File: config.mk
export PLATFORM = sky130hd
export DESIGN_NAME = tcc_top
export DESIGN_NICKNAME = d
export VERILOG_FILES = /design/src/core/tcc_pkg.sv /design/src/core/tcc_sync.sv /design/src/core/tcc_bridge.sv /design/src/core/tcc_top.sv
export SDC_FILE = /design/constraint.sdc
export NUM_CORES = 1
export LEC_CHECK = 0
export ABC_AREA = 1
export BUFFER_PORTS_ARGS = -buffer_cell sky130_fd_sc_hd__buf_2
export CORE_MARGIN = 8
export CORE_UTILIZATION = 42
export CTS_BUF_LIST = sky130_fd_sc_hd__clkbuf_8 sky130_fd_sc_hd__clkbuf_16
export CTS_CLUSTER_DIAMETER = 80
export DETAILED_ROUTE_END_ITERATION = 7
export PLACE_DENSITY_LB_ADDON = 0.3
export REMOVE_ABC_BUFFERS = 1
export SKIP_CTS_REPAIR_TIMING = 1
export SYNTH_ARGS = -nofsm -noshare
export SYNTH_HDL_FRONTEND = slang
export SYNTH_SLANG_ARGS = --single-unit
File: constraint.sdc
create_clock -name clk_sys_i -period 2.4 [get_ports clk_sys_i]
set_clock_uncertainty 0.2 [all_clocks]
set_input_delay 0.12 -clock clk_sys_i [delete_from_list [all_inputs] [get_ports clk_sys_i]]
set_output_delay 0.12 -clock clk_sys_i [all_outputs]
set_load 0.01 [all_outputs]
File: src/core/tcc_pkg.sv
// two-coil chopper control: shared constants, register map, phase codes
// assumes a 125 MHz system clock and a plain address/strobe register port
//
// Function
// - each coil cycles on, fast decay, slow decay every chopper period
// - bridge a starts on rising oscillator edge, bridge b on falling edge
// - fast decay: high sides off, low side opposite polarity on
// - slow decay: both low side switches on regardless of polarity
// - polarity change restarts that bridge's cycle at once, other untouched
// - mixed decay shortens fast decay as the on phase grows longer
// - current setting 1111 is full scale, the highest trip threshold
// - register mixed-decay bit is active high, the pin active low
// - high side threshold comparator above limit reports overcurrent
// - on phase ends as soon as the sense comparator trips
// - comparator already tripped at period start keeps bridge off
// - standalone: mixed decay on while pin low; low polarity is out1->out2
// - current setting zero keeps chopper off, open load flag inactive
package tcc_pkg;

  ////////////////////////////////////////////////////////////////////////////
  // timing
  localparam int CLK_PERIOD_NS = 8;
  localparam int FD_MAX_NS     = 4000;
  localparam int FD_MIN_NS     = 200;
  // longest time rounds down, least time rounds up
  localparam int FD_MAX_CYC    = FD_MAX_NS / CLK_PERIOD_NS;
  localparam int FD_MIN_CYC    = (FD_MIN_NS + CLK_PERIOD_NS - 1)
                                 / CLK_PERIOD_NS;
  localparam int FD_SHIFT      = 2;
  localparam int ON_W          = 12;
  localparam int FD_W          = 10;
  localparam logic [3:0] OL_PERIODS = 4'he;

  ////////////////////////////////////////////////////////////////////////////
  // chopper phases
  typedef enum logic [3:0] {
    PH_OFF  = 4'b0001,
    PH_ON   = 4'b0010,
    PH_FAST = 4'b0100,
    PH_SLOW = 4'b1000
  } tcc_phase_type;

  // gate bit order: high 1, high 2, low 1, low 2
  localparam int G_HS1 = 0;
  localparam int G_HS2 = 1;
  localparam int G_LS1 = 2;
  localparam int G_LS2 = 3;

  ////////////////////////////////////////////////////////////////////////////
  // pin positions in the synchroniser vector
  localparam int PIN_OSC  = 0;
  localparam int PIN_POLA = 1;
  localparam int PIN_POLB = 2;
  localparam int PIN_MDLA = 3;
  localparam int PIN_MDLB = 4;
  localparam int PIN_SNSA = 5;
  localparam int PIN_SNSB = 6;
  localparam int PIN_OVC  = 7;
  localparam int PIN_SA   = 8;
  localparam int PIN_N    = 9;

  ////////////////////////////////////////////////////////////////////////////
  // register map
  localparam logic [7:0] ADDR_CTRL     = 8'h00;
  localparam logic [7:0] ADDR_STATUS   = 8'h04;
  localparam logic [7:0] ADDR_IRQ_STAT = 8'h08;
  localparam logic [7:0] ADDR_IRQ_CLR  = 8'h0c;
  localparam logic [7:0] ADDR_IRQ_EN   = 8'h10;

  // control fields
  localparam int CT_CURA = 0;
  localparam int CT_CURB = 4;
  localparam int CT_MDA  = 8;
  localparam int CT_MDB  = 9;
  localparam int CT_POLA = 10;
  localparam int CT_POLB = 11;
  localparam int CT_W    = 12;
  localparam logic [11:0] CTRL_RST = 12'h000;
  localparam logic [3:0]  CUR_FULL = 4'hf;
  localparam logic [3:0]  CUR_ZERO = 4'h0;

  // status fields
  localparam int ST_OLA = 0;
  localparam int ST_OLB = 1;
  localparam int ST_ERR = 2;
  localparam int ST_PHA = 3;
  localparam int ST_PHB = 7;
  localparam int ST_SA  = 11;

  // interrupt bits
  localparam int IRQ_OVC = 0;
  localparam int IRQ_OLA = 1;
  localparam int IRQ_OLB = 2;
  localparam int IRQ_W   = 3;

endpackage

File: src/core/tcc_sync.sv
// three-stage synchroniser for asynchronous pins
// assumes the caller only compares stage two and three, never stage one
`timescale 1ns/1ps
`default_nettype none
module tcc_sync #(
  parameter int W = 1
) (
  // clock and reset
  input  wire logic         clk_sys_i,
  input  wire logic         rstn_i,
  input  wire logic         clk_en_i,
  // pins and stages
  input  wire logic [W-1:0] pin_i,
  output var  logic [W-1:0] q2_o,
  output var  logic [W-1:0] q3_o
);

  typedef struct packed {
    logic [W-1:0] s1;
    logic [W-1:0] s2;
    logic [W-1:0] s3;
  } tcc_sync_type;

  tcc_sync_type s_reg;
  tcc_sync_type s_next;

  always_comb begin
    s_next    = s_reg;
    s_next.s1 = pin_i;
    s_next.s2 = s_reg.s1;
    s_next.s3 = s_reg.s2;
  end

  always_ff @(posedge clk_sys_i or negedge rstn_i) begin
    if (!rstn_i) begin
      s_reg <= '0;
    end else if (clk_en_i) begin
      s_reg <= s_next;
    end
  end

  assign q2_o = s_reg.s2;
  assign q3_o = s_reg.s3;

endmodule
`default_nettype wire

File: src/core/tcc_bridge.sv
// one full bridge chopper: phase sequencer, gate decode, open load count
// assumes start, polarity, enable and comparator already synchronised
`timescale 1ns/1ps
`default_nettype none
module tcc_bridge
  import tcc_pkg::*;
(
  // clock and reset
  input  wire logic          clk_sys_i,
  input  wire logic          rstn_i,
  input  wire logic          clk_en_i,
  // control
  input  wire logic          start_i,
  input  wire logic          pol_i,
  input  wire logic          md_en_i,
  input  wire logic          trip_i,
  input  wire logic          zero_i,
  // results
  output var  logic [3:0]    gate_o,
  output var  tcc_phase_type phase_o,
  output var  logic          ol_o,
  output var  logic          ol_evt_o
);

  typedef struct packed {
    tcc_phase_type    state;
    logic             pol;
    logic             reached;
    logic [ON_W-1:0]  on_cnt;
    logic [FD_W-1:0]  fd_cnt;
    logic [3:0]       miss;
    logic             ol;
    logic             ol_evt;
    logic [3:0]       gate;
  } tcc_br_type;

  tcc_br_type s_reg;
  tcc_br_type s_next;

  localparam logic [FD_W-1:0] FD_MAX = FD_W'(FD_MAX_CYC);
  localparam logic [FD_W-1:0] FD_MIN = FD_W'(FD_MIN_CYC);

  // longer on time gives shorter fast decay, floored at the minimum
  function automatic logic [FD_W-1:0] fast_len(input logic md,
                                               input logic [ON_W-1:0] on);
    logic [ON_W-1:0] sub;
    sub = on >> FD_SHIFT;
    if (!md) begin
      fast_len = FD_MIN;
    end else if (sub >= ON_W'(FD_MAX - FD_MIN)) begin
      fast_len = FD_MIN;
    end else begin
      fast_len = FD_MAX - sub[FD_W-1:0];
    end
  endfunction

  function automatic logic [3:0] gates(input tcc_phase_type ph,
                                       input logic pol);
    logic [3:0] g;
    g = 4'h0;
    case (ph)
      PH_ON: begin
        // low polarity drives out1 -> out2
        g[G_HS1] = ~pol;
        g[G_LS2] = ~pol;
        g[G_HS2] = pol;
        g[G_LS1] = pol;
      end
      PH_FAST: begin
        g[G_LS1] = ~pol;
        g[G_LS2] = pol;
      end
      PH_SLOW: begin
        g[G_LS1] = 1'b1;
        g[G_LS2] = 1'b1;
      end
      default: g = 4'h0;
    endcase
    gates = g;
  endfunction

  always_comb begin
    s_next        = s_reg;
    s_next.ol_evt = 1'b0;
    s_next.pol    = pol_i;
    if (zero_i) begin
      s_next.state   = PH_OFF;
      s_next.ol      = 1'b0;
      s_next.miss    = 4'h0;
      s_next.reached = 1'b0;
    end else if (start_i || (pol_i != s_reg.pol) || s_reg.state == PH_OFF)
    begin
      if (start_i && s_reg.state != PH_OFF) begin
        if (s_reg.reached) begin
          s_next.miss = 4'h0;
          s_next.ol   = 1'b0;
        end else if (s_reg.miss != OL_PERIODS) begin
          s_next.miss = s_reg.miss + 4'h1;
        end
        if (s_next.miss == OL_PERIODS) begin
          s_next.ol = 1'b1;
        end
      end
      s_next.reached = 1'b0;
      s_next.on_cnt  = '0;
      // already tripped, stay off this period
      s_next.state   = trip_i ? PH_SLOW : PH_ON;
    end else begin
      case (s_reg.state)
        PH_ON: begin
          if (s_reg.on_cnt != '1) begin
            s_next.on_cnt = s_reg.on_cnt + ON_W'(1);
          end
          if (trip_i) begin
            s_next.reached = 1'b1;
            s_next.fd_cnt  = fast_len(md_en_i, s_reg.on_cnt);
            s_next.state   = PH_FAST;
          end
        end
        PH_FAST: begin
          if (s_reg.fd_cnt <= FD_W'(1)) begin
            s_next.state = PH_SLOW;
          end else begin
            s_next.fd_cnt = s_reg.fd_cnt - FD_W'(1);
          end
        end
        PH_SLOW: s_next.state = PH_SLOW;
        default: s_next.state = PH_OFF;
      endcase
    end
    s_next.ol_evt = s_next.ol & ~s_reg.ol;
    s_next.gate   = gates(s_next.state, pol_i);
  end

  always_ff @(posedge clk_sys_i or negedge rstn_i) begin
    if (!rstn_i) begin
      s_reg       <= '0;
      s_reg.state <= PH_OFF;
    end else if (clk_en_i) begin
      s_reg <= s_next;
    end
  end

  assign gate_o   = s_reg.gate;
  assign phase_o  = s_reg.state;
  assign ol_o     = s_reg.ol;
  assign ol_evt_o = s_reg.ol_evt;

endmodule
`default_nettype wire

File: src/core/tcc_top.sv
// two-coil chopper top: pin filtering, register port, interrupts, bridges
// assumes comparator and oscillator pins are asynchronous to clk_sys_i
//
// Chosen here: the register offsets and the plain strobed port.
`timescale 1ns/1ps
`default_nettype none
module tcc_top (
  // clock and reset
  input  wire logic        clk_sys_i,
  input  wire logic        rstn_i,
  input  wire logic        clk_en_i,
  // oscillator and mode pins
  input  wire logic        osc_i,
  input  wire logic        standalone_i,
  // standalone bridge pins
  input  wire logic        bridge_a_polarity_i,
  input  wire logic        bridge_b_polarity_i,
  input  wire logic        bridge_a_mixed_decay_low_i,
  input  wire logic        bridge_b_mixed_decay_low_i,
  // comparators
  input  wire logic        bridge_a_sense_input_i,
  input  wire logic        bridge_b_sense_input_i,
  input  wire logic        high_side_threshold_input_i,
  // register port
  input  wire logic [7:0]  addr_i,
  input  wire logic [31:0] wdata_i,
  input  wire logic        wr_i,
  input  wire logic        rd_i,
  output var  logic [31:0] rdata_o,
  // bridge gates and trip levels
  output var  logic [3:0]  bridge_a_gate_o,
  output var  logic [3:0]  bridge_b_gate_o,
  output var  logic [3:0]  bridge_a_level_o,
  output var  logic [3:0]  bridge_b_level_o,
  // status
  output var  logic        err_o,
  output var  logic        irq_o
);
  import tcc_pkg::*;

  ////////////////////////////////////////////////////////////////////////////
  // state
  typedef struct packed {
    logic [PIN_N-1:0] flt;
    logic             start_a;
    logic             start_b;
    logic [CT_W-1:0]  ctrl;
    logic [IRQ_W-1:0] irq_stat;
    logic [IRQ_W-1:0] irq_en;
    logic [31:0]      rdata;
    logic [3:0]       lvl_a;
    logic [3:0]       lvl_b;
    logic             err;
    logic             irq;
  } tcc_top_type;

  tcc_top_type      s_reg;
  tcc_top_type      s_next;

  logic [PIN_N-1:0] pins;
  logic [PIN_N-1:0] q2;
  logic [PIN_N-1:0] q3;
  logic             pol_a;
  logic             pol_b;
  logic             md_a;
  logic             md_b;
  logic [3:0]       cur_a;
  logic [3:0]       cur_b;
  tcc_phase_type    ph_a;
  tcc_phase_type    ph_b;
  logic             ol_a;
  logic             ol_b;
  logic             ol_evt_a;
  logic             ol_evt_b;

  ////////////////////////////////////////////////////////////////////////////
  // pin synchronisers
  always_comb begin
    pins           = '0;
    pins[PIN_OSC]  = osc_i;
    pins[PIN_POLA] = bridge_a_polarity_i;
    pins[PIN_POLB] = bridge_b_polarity_i;
    pins[PIN_MDLA] = bridge_a_mixed_decay_low_i;
    pins[PIN_MDLB] = bridge_b_mixed_decay_low_i;
    pins[PIN_SNSA] = bridge_a_sense_input_i;
    pins[PIN_SNSB] = bridge_b_sense_input_i;
    pins[PIN_OVC]  = high_side_threshold_input_i;
    pins[PIN_SA]   = standalone_i;
  end

  tcc_sync #(
    .W (PIN_N)
  ) u_sync (
    .clk_sys_i (clk_sys_i),
    .rstn_i    (rstn_i),
    .clk_en_i  (clk_en_i),
    .pin_i     (pins),
    .q2_o      (q2),
    .q3_o      (q3)
  );

  ////////////////////////////////////////////////////////////////////////////
  // mode select

  always_comb begin
    if (s_reg.flt[PIN_SA]) begin
      pol_a = s_reg.flt[PIN_POLA];
      pol_b = s_reg.flt[PIN_POLB];
      md_a  = ~s_reg.flt[PIN_MDLA];
      md_b  = ~s_reg.flt[PIN_MDLB];
      // forced full scale in standalone mode
      cur_a = CUR_FULL;
      cur_b = CUR_FULL;
    end else begin
      pol_a = s_reg.ctrl[CT_POLA];
      pol_b = s_reg.ctrl[CT_POLB];
      md_a  = s_reg.ctrl[CT_MDA];
      md_b  = s_reg.ctrl[CT_MDB];
      cur_a = s_reg.ctrl[CT_CURA +: 4];
      cur_b = s_reg.ctrl[CT_CURB +: 4];
    end
  end

  ////////////////////////////////////////////////////////////////////////////
  // bridges

  tcc_bridge u_bridge_a (
    .clk_sys_i (clk_sys_i),
    .rstn_i    (rstn_i),
    .clk_en_i  (clk_en_i),
    .start_i   (s_reg.start_a),
    .pol_i     (pol_a),
    .md_en_i   (md_a),
    .trip_i    (s_reg.flt[PIN_SNSA]),
    .zero_i    (cur_a == CUR_ZERO),
    .gate_o    (bridge_a_gate_o),
    .phase_o   (ph_a),
    .ol_o      (ol_a),
    .ol_evt_o  (ol_evt_a)
  );

  tcc_bridge u_bridge_b (
    .clk_sys_i (clk_sys_i),
    .rstn_i    (rstn_i),
    .clk_en_i  (clk_en_i),
    .start_i   (s_reg.start_b),
    .pol_i     (pol_b),
    .md_en_i   (md_b),
    .trip_i    (s_reg.flt[PIN_SNSB]),
    .zero_i    (cur_b == CUR_ZERO),
    .gate_o    (bridge_b_gate_o),
    .phase_o   (ph_b),
    .ol_o      (ol_b),
    .ol_evt_o  (ol_evt_b)
  );

  ////////////////////////////////////////////////////////////////////////////
  // next state

  always_comb begin
    logic [IRQ_W-1:0] evt;
    logic             ovc_rise;
    s_next   = s_reg;
    evt      = '0;
    ovc_rise = 1'b0;
    // a pin change counts once stages two and three agree
    s_next.flt = (q2 & q3) | (s_reg.flt & (q2 ^ q3));
    // opposite oscillator edges for a and b
    s_next.start_a = s_next.flt[PIN_OSC] & ~s_reg.flt[PIN_OSC];
    s_next.start_b = ~s_next.flt[PIN_OSC] & s_reg.flt[PIN_OSC];
    ovc_rise = s_next.flt[PIN_OVC] & ~s_reg.flt[PIN_OVC];
    evt[IRQ_OVC] = ovc_rise;
    evt[IRQ_OLA] = ol_evt_a;
    evt[IRQ_OLB] = ol_evt_b;

    s_next.rdata = '0;
    if (wr_i) begin
      case (addr_i)
        ADDR_CTRL: begin
          s_next.ctrl = wdata_i[CT_W-1:0];
          // both currents zero clears the error flag
          if (wdata_i[CT_CURA +: 4] == CUR_ZERO &&
              wdata_i[CT_CURB +: 4] == CUR_ZERO) begin
            s_next.err = 1'b0;
          end
        end
        ADDR_IRQ_CLR: s_next.irq_stat = s_reg.irq_stat & ~wdata_i[IRQ_W-1:0];
        ADDR_IRQ_EN:  s_next.irq_en   = wdata_i[IRQ_W-1:0];
        default:      s_next.irq_en   = s_reg.irq_en;
      endcase
    end else if (rd_i) begin
      case (addr_i)
        ADDR_CTRL:     s_next.rdata[CT_W-1:0]  = s_reg.ctrl;
        ADDR_STATUS: begin
          s_next.rdata[ST_OLA]      = ol_a;
          s_next.rdata[ST_OLB]      = ol_b;
          s_next.rdata[ST_ERR]      = s_reg.err;
          s_next.rdata[ST_PHA +: 4] = ph_a;
          s_next.rdata[ST_PHB +: 4] = ph_b;
          s_next.rdata[ST_SA]       = s_reg.flt[PIN_SA];
        end
        ADDR_IRQ_STAT: s_next.rdata[IRQ_W-1:0] = s_reg.irq_stat;
        ADDR_IRQ_EN:   s_next.rdata[IRQ_W-1:0] = s_reg.irq_en;
        default:       s_next.rdata = '0;
      endcase
    end

    // events win over a clear in the same cycle
    s_next.irq_stat = s_next.irq_stat | evt;
    if (ovc_rise) begin
      s_next.err = 1'b1;
    end
    s_next.irq = |(s_next.irq_stat & s_next.irq_en);
    // 1111 is the highest trip level
    s_next.lvl_a = cur_a;
    s_next.lvl_b = cur_b;
  end

  always_ff @(posedge clk_sys_i or negedge rstn_i) begin
    if (!rstn_i) begin
      s_reg      <= '0;
      s_reg.ctrl <= CTRL_RST;
    end else if (clk_en_i) begin
      s_reg <= s_next;
    end
  end

  assign rdata_o          = s_reg.rdata;
  assign bridge_a_level_o = s_reg.lvl_a;
  assign bridge_b_level_o = s_reg.lvl_b;
  assign err_o            = s_reg.err;
  assign irq_o            = s_reg.irq;

endmodule
`default_nettype wire

## Word level (Yosys, flattened, before mapping)

Index checks and enable logic that the tools add are counted.
Widths: inputs -> output; s select.

| cells by class | value |
|---|---|
| add/subtract/negate cells | 8 |
| $lt $le $gt $ge | 4 |
| equality and inequality tests | 32 |
| mux-type cells | 73 |
| bitwise operators | 26 |
| reductions and logical operators | 40 |

Operator list:

| operator | number |
|---|---|
| $mux 4 | 22 |
| $mux 10 | 8 |
| $mux 13 | 4 |
| $mux 12 | 4 |
| $pmux 10 s2 | 2 |
| $mux 5 | 6 |
| $reduce_bool 2->1 | 13 |
| $add 12x1->12 const B | 2 |
| $eq 4x4->1 const B | 6 |
| $ne 12x12->1 const B | 2 |
| $pmux 4 s3 | 2 |
| $ge 10x9->1 const B | 2 |
| $le 10x1->1 const B | 2 |
| $sub 10x1->10 const B | 2 |
| $sub 9x10->10 const A | 2 |
| $and 9x9->9 | 2 |
| $pmux 9 s2 | 1 |
| $eq 4x2->1 const B | 4 |
| $eq 4x3->1 const B | 4 |
| $eq 8x4->1 const B | 2 |
| $logic_not 4->1 | 4 |
| $mux 1 | 16 |
| $reduce_and 3->1 | 5 |
| $not 1->1 | 13 |
| 26 further kinds | 53 |

| storage, ports and cells | value |
|---|---|
| flip-flop bits (word level) | 174 |
| output and inout port bits | 50 |

## Logic depth before layout (Yosys ltp)

| depth | value |
|---|---|
| depth in word-level cells | 12 |
| depth in mapped cells | 12 |
| mapped depth without buffers | 11 |

## Cells and area by module

From an unflattened synthesis, not the netlist that was laid out.

| unflattened totals | value |
|---|---|
| cells, all modules | 1234 |
| area, all modules | 9426.5 um2 |

By module, submodules not included:

| module | instances | cells each | area an instance (um2) | seq. area each (um2) |
|---|---|---|---|---|
| tcc_bridge | 2 | 374 | 2683.8 | 952.2 |
| tcc_top | 1 | 363 | 2917.8 | 1276.2 |
| tcc_sync | 1 | 123 | 1141.1 | 675.6 |

## Worst setup path before layout

OpenSTA, ideal clock, no wires.

| path | value |
|---|---|
| path type | reg-to-reg |
| from | register u_bridge_b.s_reg[20] in the netlist's numbering |
| to | register u_bridge_b.s_reg[30] in the netlist's numbering |
| library setup time | 0.116 ns |
| data arrival time | 1.518 ns |
| slack | 0.565 ns |
| stages on the path, launching flop included | 12 |
| path buffers | 1 |
| cells stage by stage | dfrtp_1 -> ha_1 -> nand2_1 -> nor2_2 -> nand2_1 -> nor3_1 -> o21ai_2 -> nand2_4 -> inv_4 -> buf_6 -> nand2_1 -> nand2_1 |

| between the ends | value |
|---|---|
| word-level cells in the longest chain between the ends | 4 |

RTL lines:

| item | RTL line | source |
|---|---|---|
| start, declared | tcc_bridge.sv:37 | `tcc_br_type s_reg;` |
| start signal, assigned | tcc_bridge.sv:140 | `s_reg <= s_next;` |
| $add 12x1->12 | tcc_bridge.sv:112 | `s_next.on_cnt = s_reg.on_cnt + ON_W'(1);` |
| $mux 12 | tcc_bridge.sv:111 | `if (s_reg.on_cnt != '1) begin` |
| $mux 13 | tcc_bridge.sv:109 | `case (s_reg.state)` |
| $mux 13 | tcc_bridge.sv:91 | `end else if (start_i \|\| (pol_i != s_reg.pol) \|\| s_reg.state == PH_OFF)` |

Several ways; a longest one is shown, not always the timed one. The select of a mux whose other input is x is not followed.
A chain may end at the register's enable or synchronous reset.

## Worst setup path in the final report

| path | value |
|---|---|
| from | register u_bridge_b.s_reg[20] in the netlist's numbering |
| to | register u_bridge_b.s_reg[23] in the netlist's numbering |

Same word-level chain as after synthesis.

==> metrics.md <==
| Metric | Value |
|---|---|
| Die Height | `162 µm` |
| Sw Ratio | `34.3%` |
| Number of synthesized flops with an enable pin | `0` |
| Crit path time final | `about 2.1 ns` |
| #FFs+latches synth | `roughly 150` |
| Critical path class | `flop to flop` |
| Sw power | `about 0.0029 W` |
| Vias | `approximately 7,500` |
| Internal power | `0.00552 W` |
| Share of layout cells above drive strength 1 | `a little over an eighth` |
| Clock Power Share | `between 30% and 40%` |
| Critical path origin | `u_bridge_b.s_reg[20]$_DFFE_PN0P_` |
| Hold WS | `-0.00430 ns` |
| Max rail drop VDD | `~0.57 mV` |
| F_max | `about 480 MHz` |
| Max Fanout on Critical Path | `16` |
| Max Slew Vio Count | `0` |
| Avg Synthesized Cell Area | `7.78 µm²` |
| Longest Clk Path Bufs | `2` |
| Combinational fraction of design power | `between 20% and 30%` |
| Synth-to-layout area growth | `14.1%` |
| Vias per cell | `roughly 5.0` |
| Slew @ Worst Pin | `between 0.6 and 0.7 ns` |
| Die area | `between 0.02 and 0.03 mm²` |
| Tightest Hold Check Type | `input pin to async pin` |
| Status | `finished with violations` |
| Reg-to-reg setup timing slack | `just under 0.3 ns` |
| Critical Path RT | `around 2.5 ns` |
| Fin area | `a little over 0.01 mm²` |
| Clk slew on worst S/H paths | `~0.060 ns` |
| Pre-CTS WS | `just under 0.2 ns` |
| GRT overflow | `0` |
| Wire length per cell | `between 10 and 15 µm` |
| Initial Util | `between 40 and 50%` |
| Drt first pass iters | `5` |
| Initial antenna violation count | `0` |
| Post-Synthesis Cells | `between 1,000 and 1,500` |
| Setup violations, final | `0` |
| Final Cycle Share | `between 80% and 90%` |
| Largest net degree at the start of global routing | `between 50 and 60` |
| CP arrival | `approximately 2.2 ns` |
| Number of global-route vias before repair | `7,102` |
| MaxCap Viol Count | `0` |
| ANT cells | `0` |
| Final worst slack | `0.297 ns` |
| Row cnt | `53` |
| Port bufs | `63` |
| CTS tree | `yes` |
| First-pass GRT wire length | `roughly 35,000 µm` |
| Pwr Density | `between 800 and 900 mW/mm²` |
| Worst-Skew Late Latency | `0.43 ns` |
| CP Capture Type | `flop` |
| Ys Warns | `0` |
| Top FF cell, synth | `dfrtp_1` |
| Sequential Power Share | `between 40% and 50%` |
| Commonest non-fill, non-tap cells in the layout | `nand2_1, dfrtp_1, inv_1` |
| TNS Setup | `0 ns` |
| CTS H-tree lvls | `4` |
| Cts bufs inserted | `17` |
| Core area | `between 0.02 and 0.025 mm²` |
| Worst reg2reg path depth | `10` |
| Unrepaired setup endpoints after global routing | `false` |
| Seq/Total Area, Yosys | `between 40 and 50%` |
| Total wire length | `between 20,000 and 25,000 µm` |
| Failing checks | `negative hold slack` |
| DRC viols | `0` |
| Ports | `roughly 100` |
| Post-synthesis async set-or-reset flop share | `100%` |
| Final nets | `1,295` |
| Max reg flops | `29` |
| Clock Sinks | `154` |
| Antenna Nets Post-Route | `0` |
| Commonest non-fill, non-tap cell in the layout | `nand2_1` |
| Starting DRC count in detailed routing | `between 400 and 500` |
| Placer Congestion | `0.885` |
| Root Buffer | `clkbuf_16` |
| Cell Area, Placed | `0.00935 mm²` |
| Synthesized area | `roughly 0.009 mm²` |
| Yosys cell types | `50` |
| Reg2reg end | `u_bridge_b.s_reg[23]$_DFFE_PN0P_` |
| Fin. Hold Viols | `1` |
| Leakage | `just under 5 nW` |
| Crit start category | `flop` |
| GRT Util Overall | `about 17%` |
| Origin of the critical flop-to-flop path | `u_bridge_b.s_reg[20]$_DFFE_PN0P_` |
| Chip width | `162 µm` |
| Post-DP HPWL | `approximately 15,000 µm` |
| Slew HR | `between 50% and 60%` |
[critical path: stages, from the launching register on]
cell     delay (ns)
dfrtp_1        0.43
ha_1           0.25
nand2_1        0.12
nor2_2         0.14
nand2_1        0.11
nor3_1         0.24
o21ai_2        0.13
nand2_4        0.12
inv_4          0.11
nand2_1        0.09
o21ai_2        0.05
[cells in the mapped netlist, types with 6 or more instances]
library cell,number,area [µm²]
a21oi_1,20,100
nand2_1,324,1220
o21a_1,6,45.0
clkbuf_1,20,75.1
o21ai_2,12,105
o22ai_1,13,81.3
o31ai_1,7,52.6
nor2_1,97,364
nor3_1,13,65.1
nand3_1,73,365
a22o_1,9,78.8
inv_1,116,435
o21ai_0,91,455
buf_4,49,368
dfrtp_1,152,3800
xor2_1,32,280
nand4_1,18,113
ha_1,23,288
[area by class of cell]
type	instances	area (µm²)
Inverter	122	465
Sequential cell	154	3860
Clock inverter	13	166
Tap cell	275	344
Multi-Input combinational cell	815	4180
Timing Repair Buffer	108	747
Fill cell	2036	10700
Clock buffer	19	453
[cells by family (layout without fill, tap and decap cells)]
group,after synthesis,after routing,share of synthesized area (%)
buffers and inverters,202,262,11.1
AOI/OAI and AO/OA,178,178,11.8
muxes,1,1,0.126
adders and majority gates,23,23,3.21
other,1,20,0.0419
DFF,154,154,43.0
and+or+nand+nor,558,558,27.2
xor gates and xnor gates,35,35,3.42
[per-stage QoR]
step	cells	total power [W]	util, %
finish	1506	0.00841	48.8
global route	1506	0.00897	48.8
CTS	1481	0.00844	47.6
detailed placement	1449	0.00561	44.6
global placement	1449	0.00556	44.6
floorplan	1091	0.00488	-
[per-layer routing]
layer	global-route usage, %	share of wire, %	vias to the layer above
met4	5.22	1.6	0
met5	0	0	-
li1	-	-	3808
met3	3.19	3.4	22
met2	25.5	46	143
met1	23.0	49	3527
[power groups by stage]
stage,sequential [W],clock [W],combinational (W)
finish,0.00344,0.00281,0.00216
global route,0.00351,0.00297,0.00248
CTS,0.00344,0.00286,0.00214
detailed placement,0.00347,0,0.00213
global placement,0.00347,0,0.00209
floorplan,0.00342,0,0.00146
[how the worst max path moves through the flow]
stage / cells after the start / end / slack (ns)
after floorplan: 8 / err_o$_DFFE_PN0P_ / 0.26
after global placement: 10 / u_bridge_b.s_reg[28]$_DFFE_PN0P_ / 0.28
after detailed placement: 9 / u_bridge_b.s_reg[13]$_DFFE_PN0P_ / 0.20
after CTS: 10 / u_bridge_b.s_reg[23]$_DFFE_PN0P_ / 0.18
after global routing: 10 / u_bridge_b.s_reg[28]$_DFFE_PN0P_ / 0.09
final: 10 / u_bridge_b.s_reg[23]$_DFFE_PN0P_ / 0.30
Note: power is estimated with default switching activity, not from simulation.
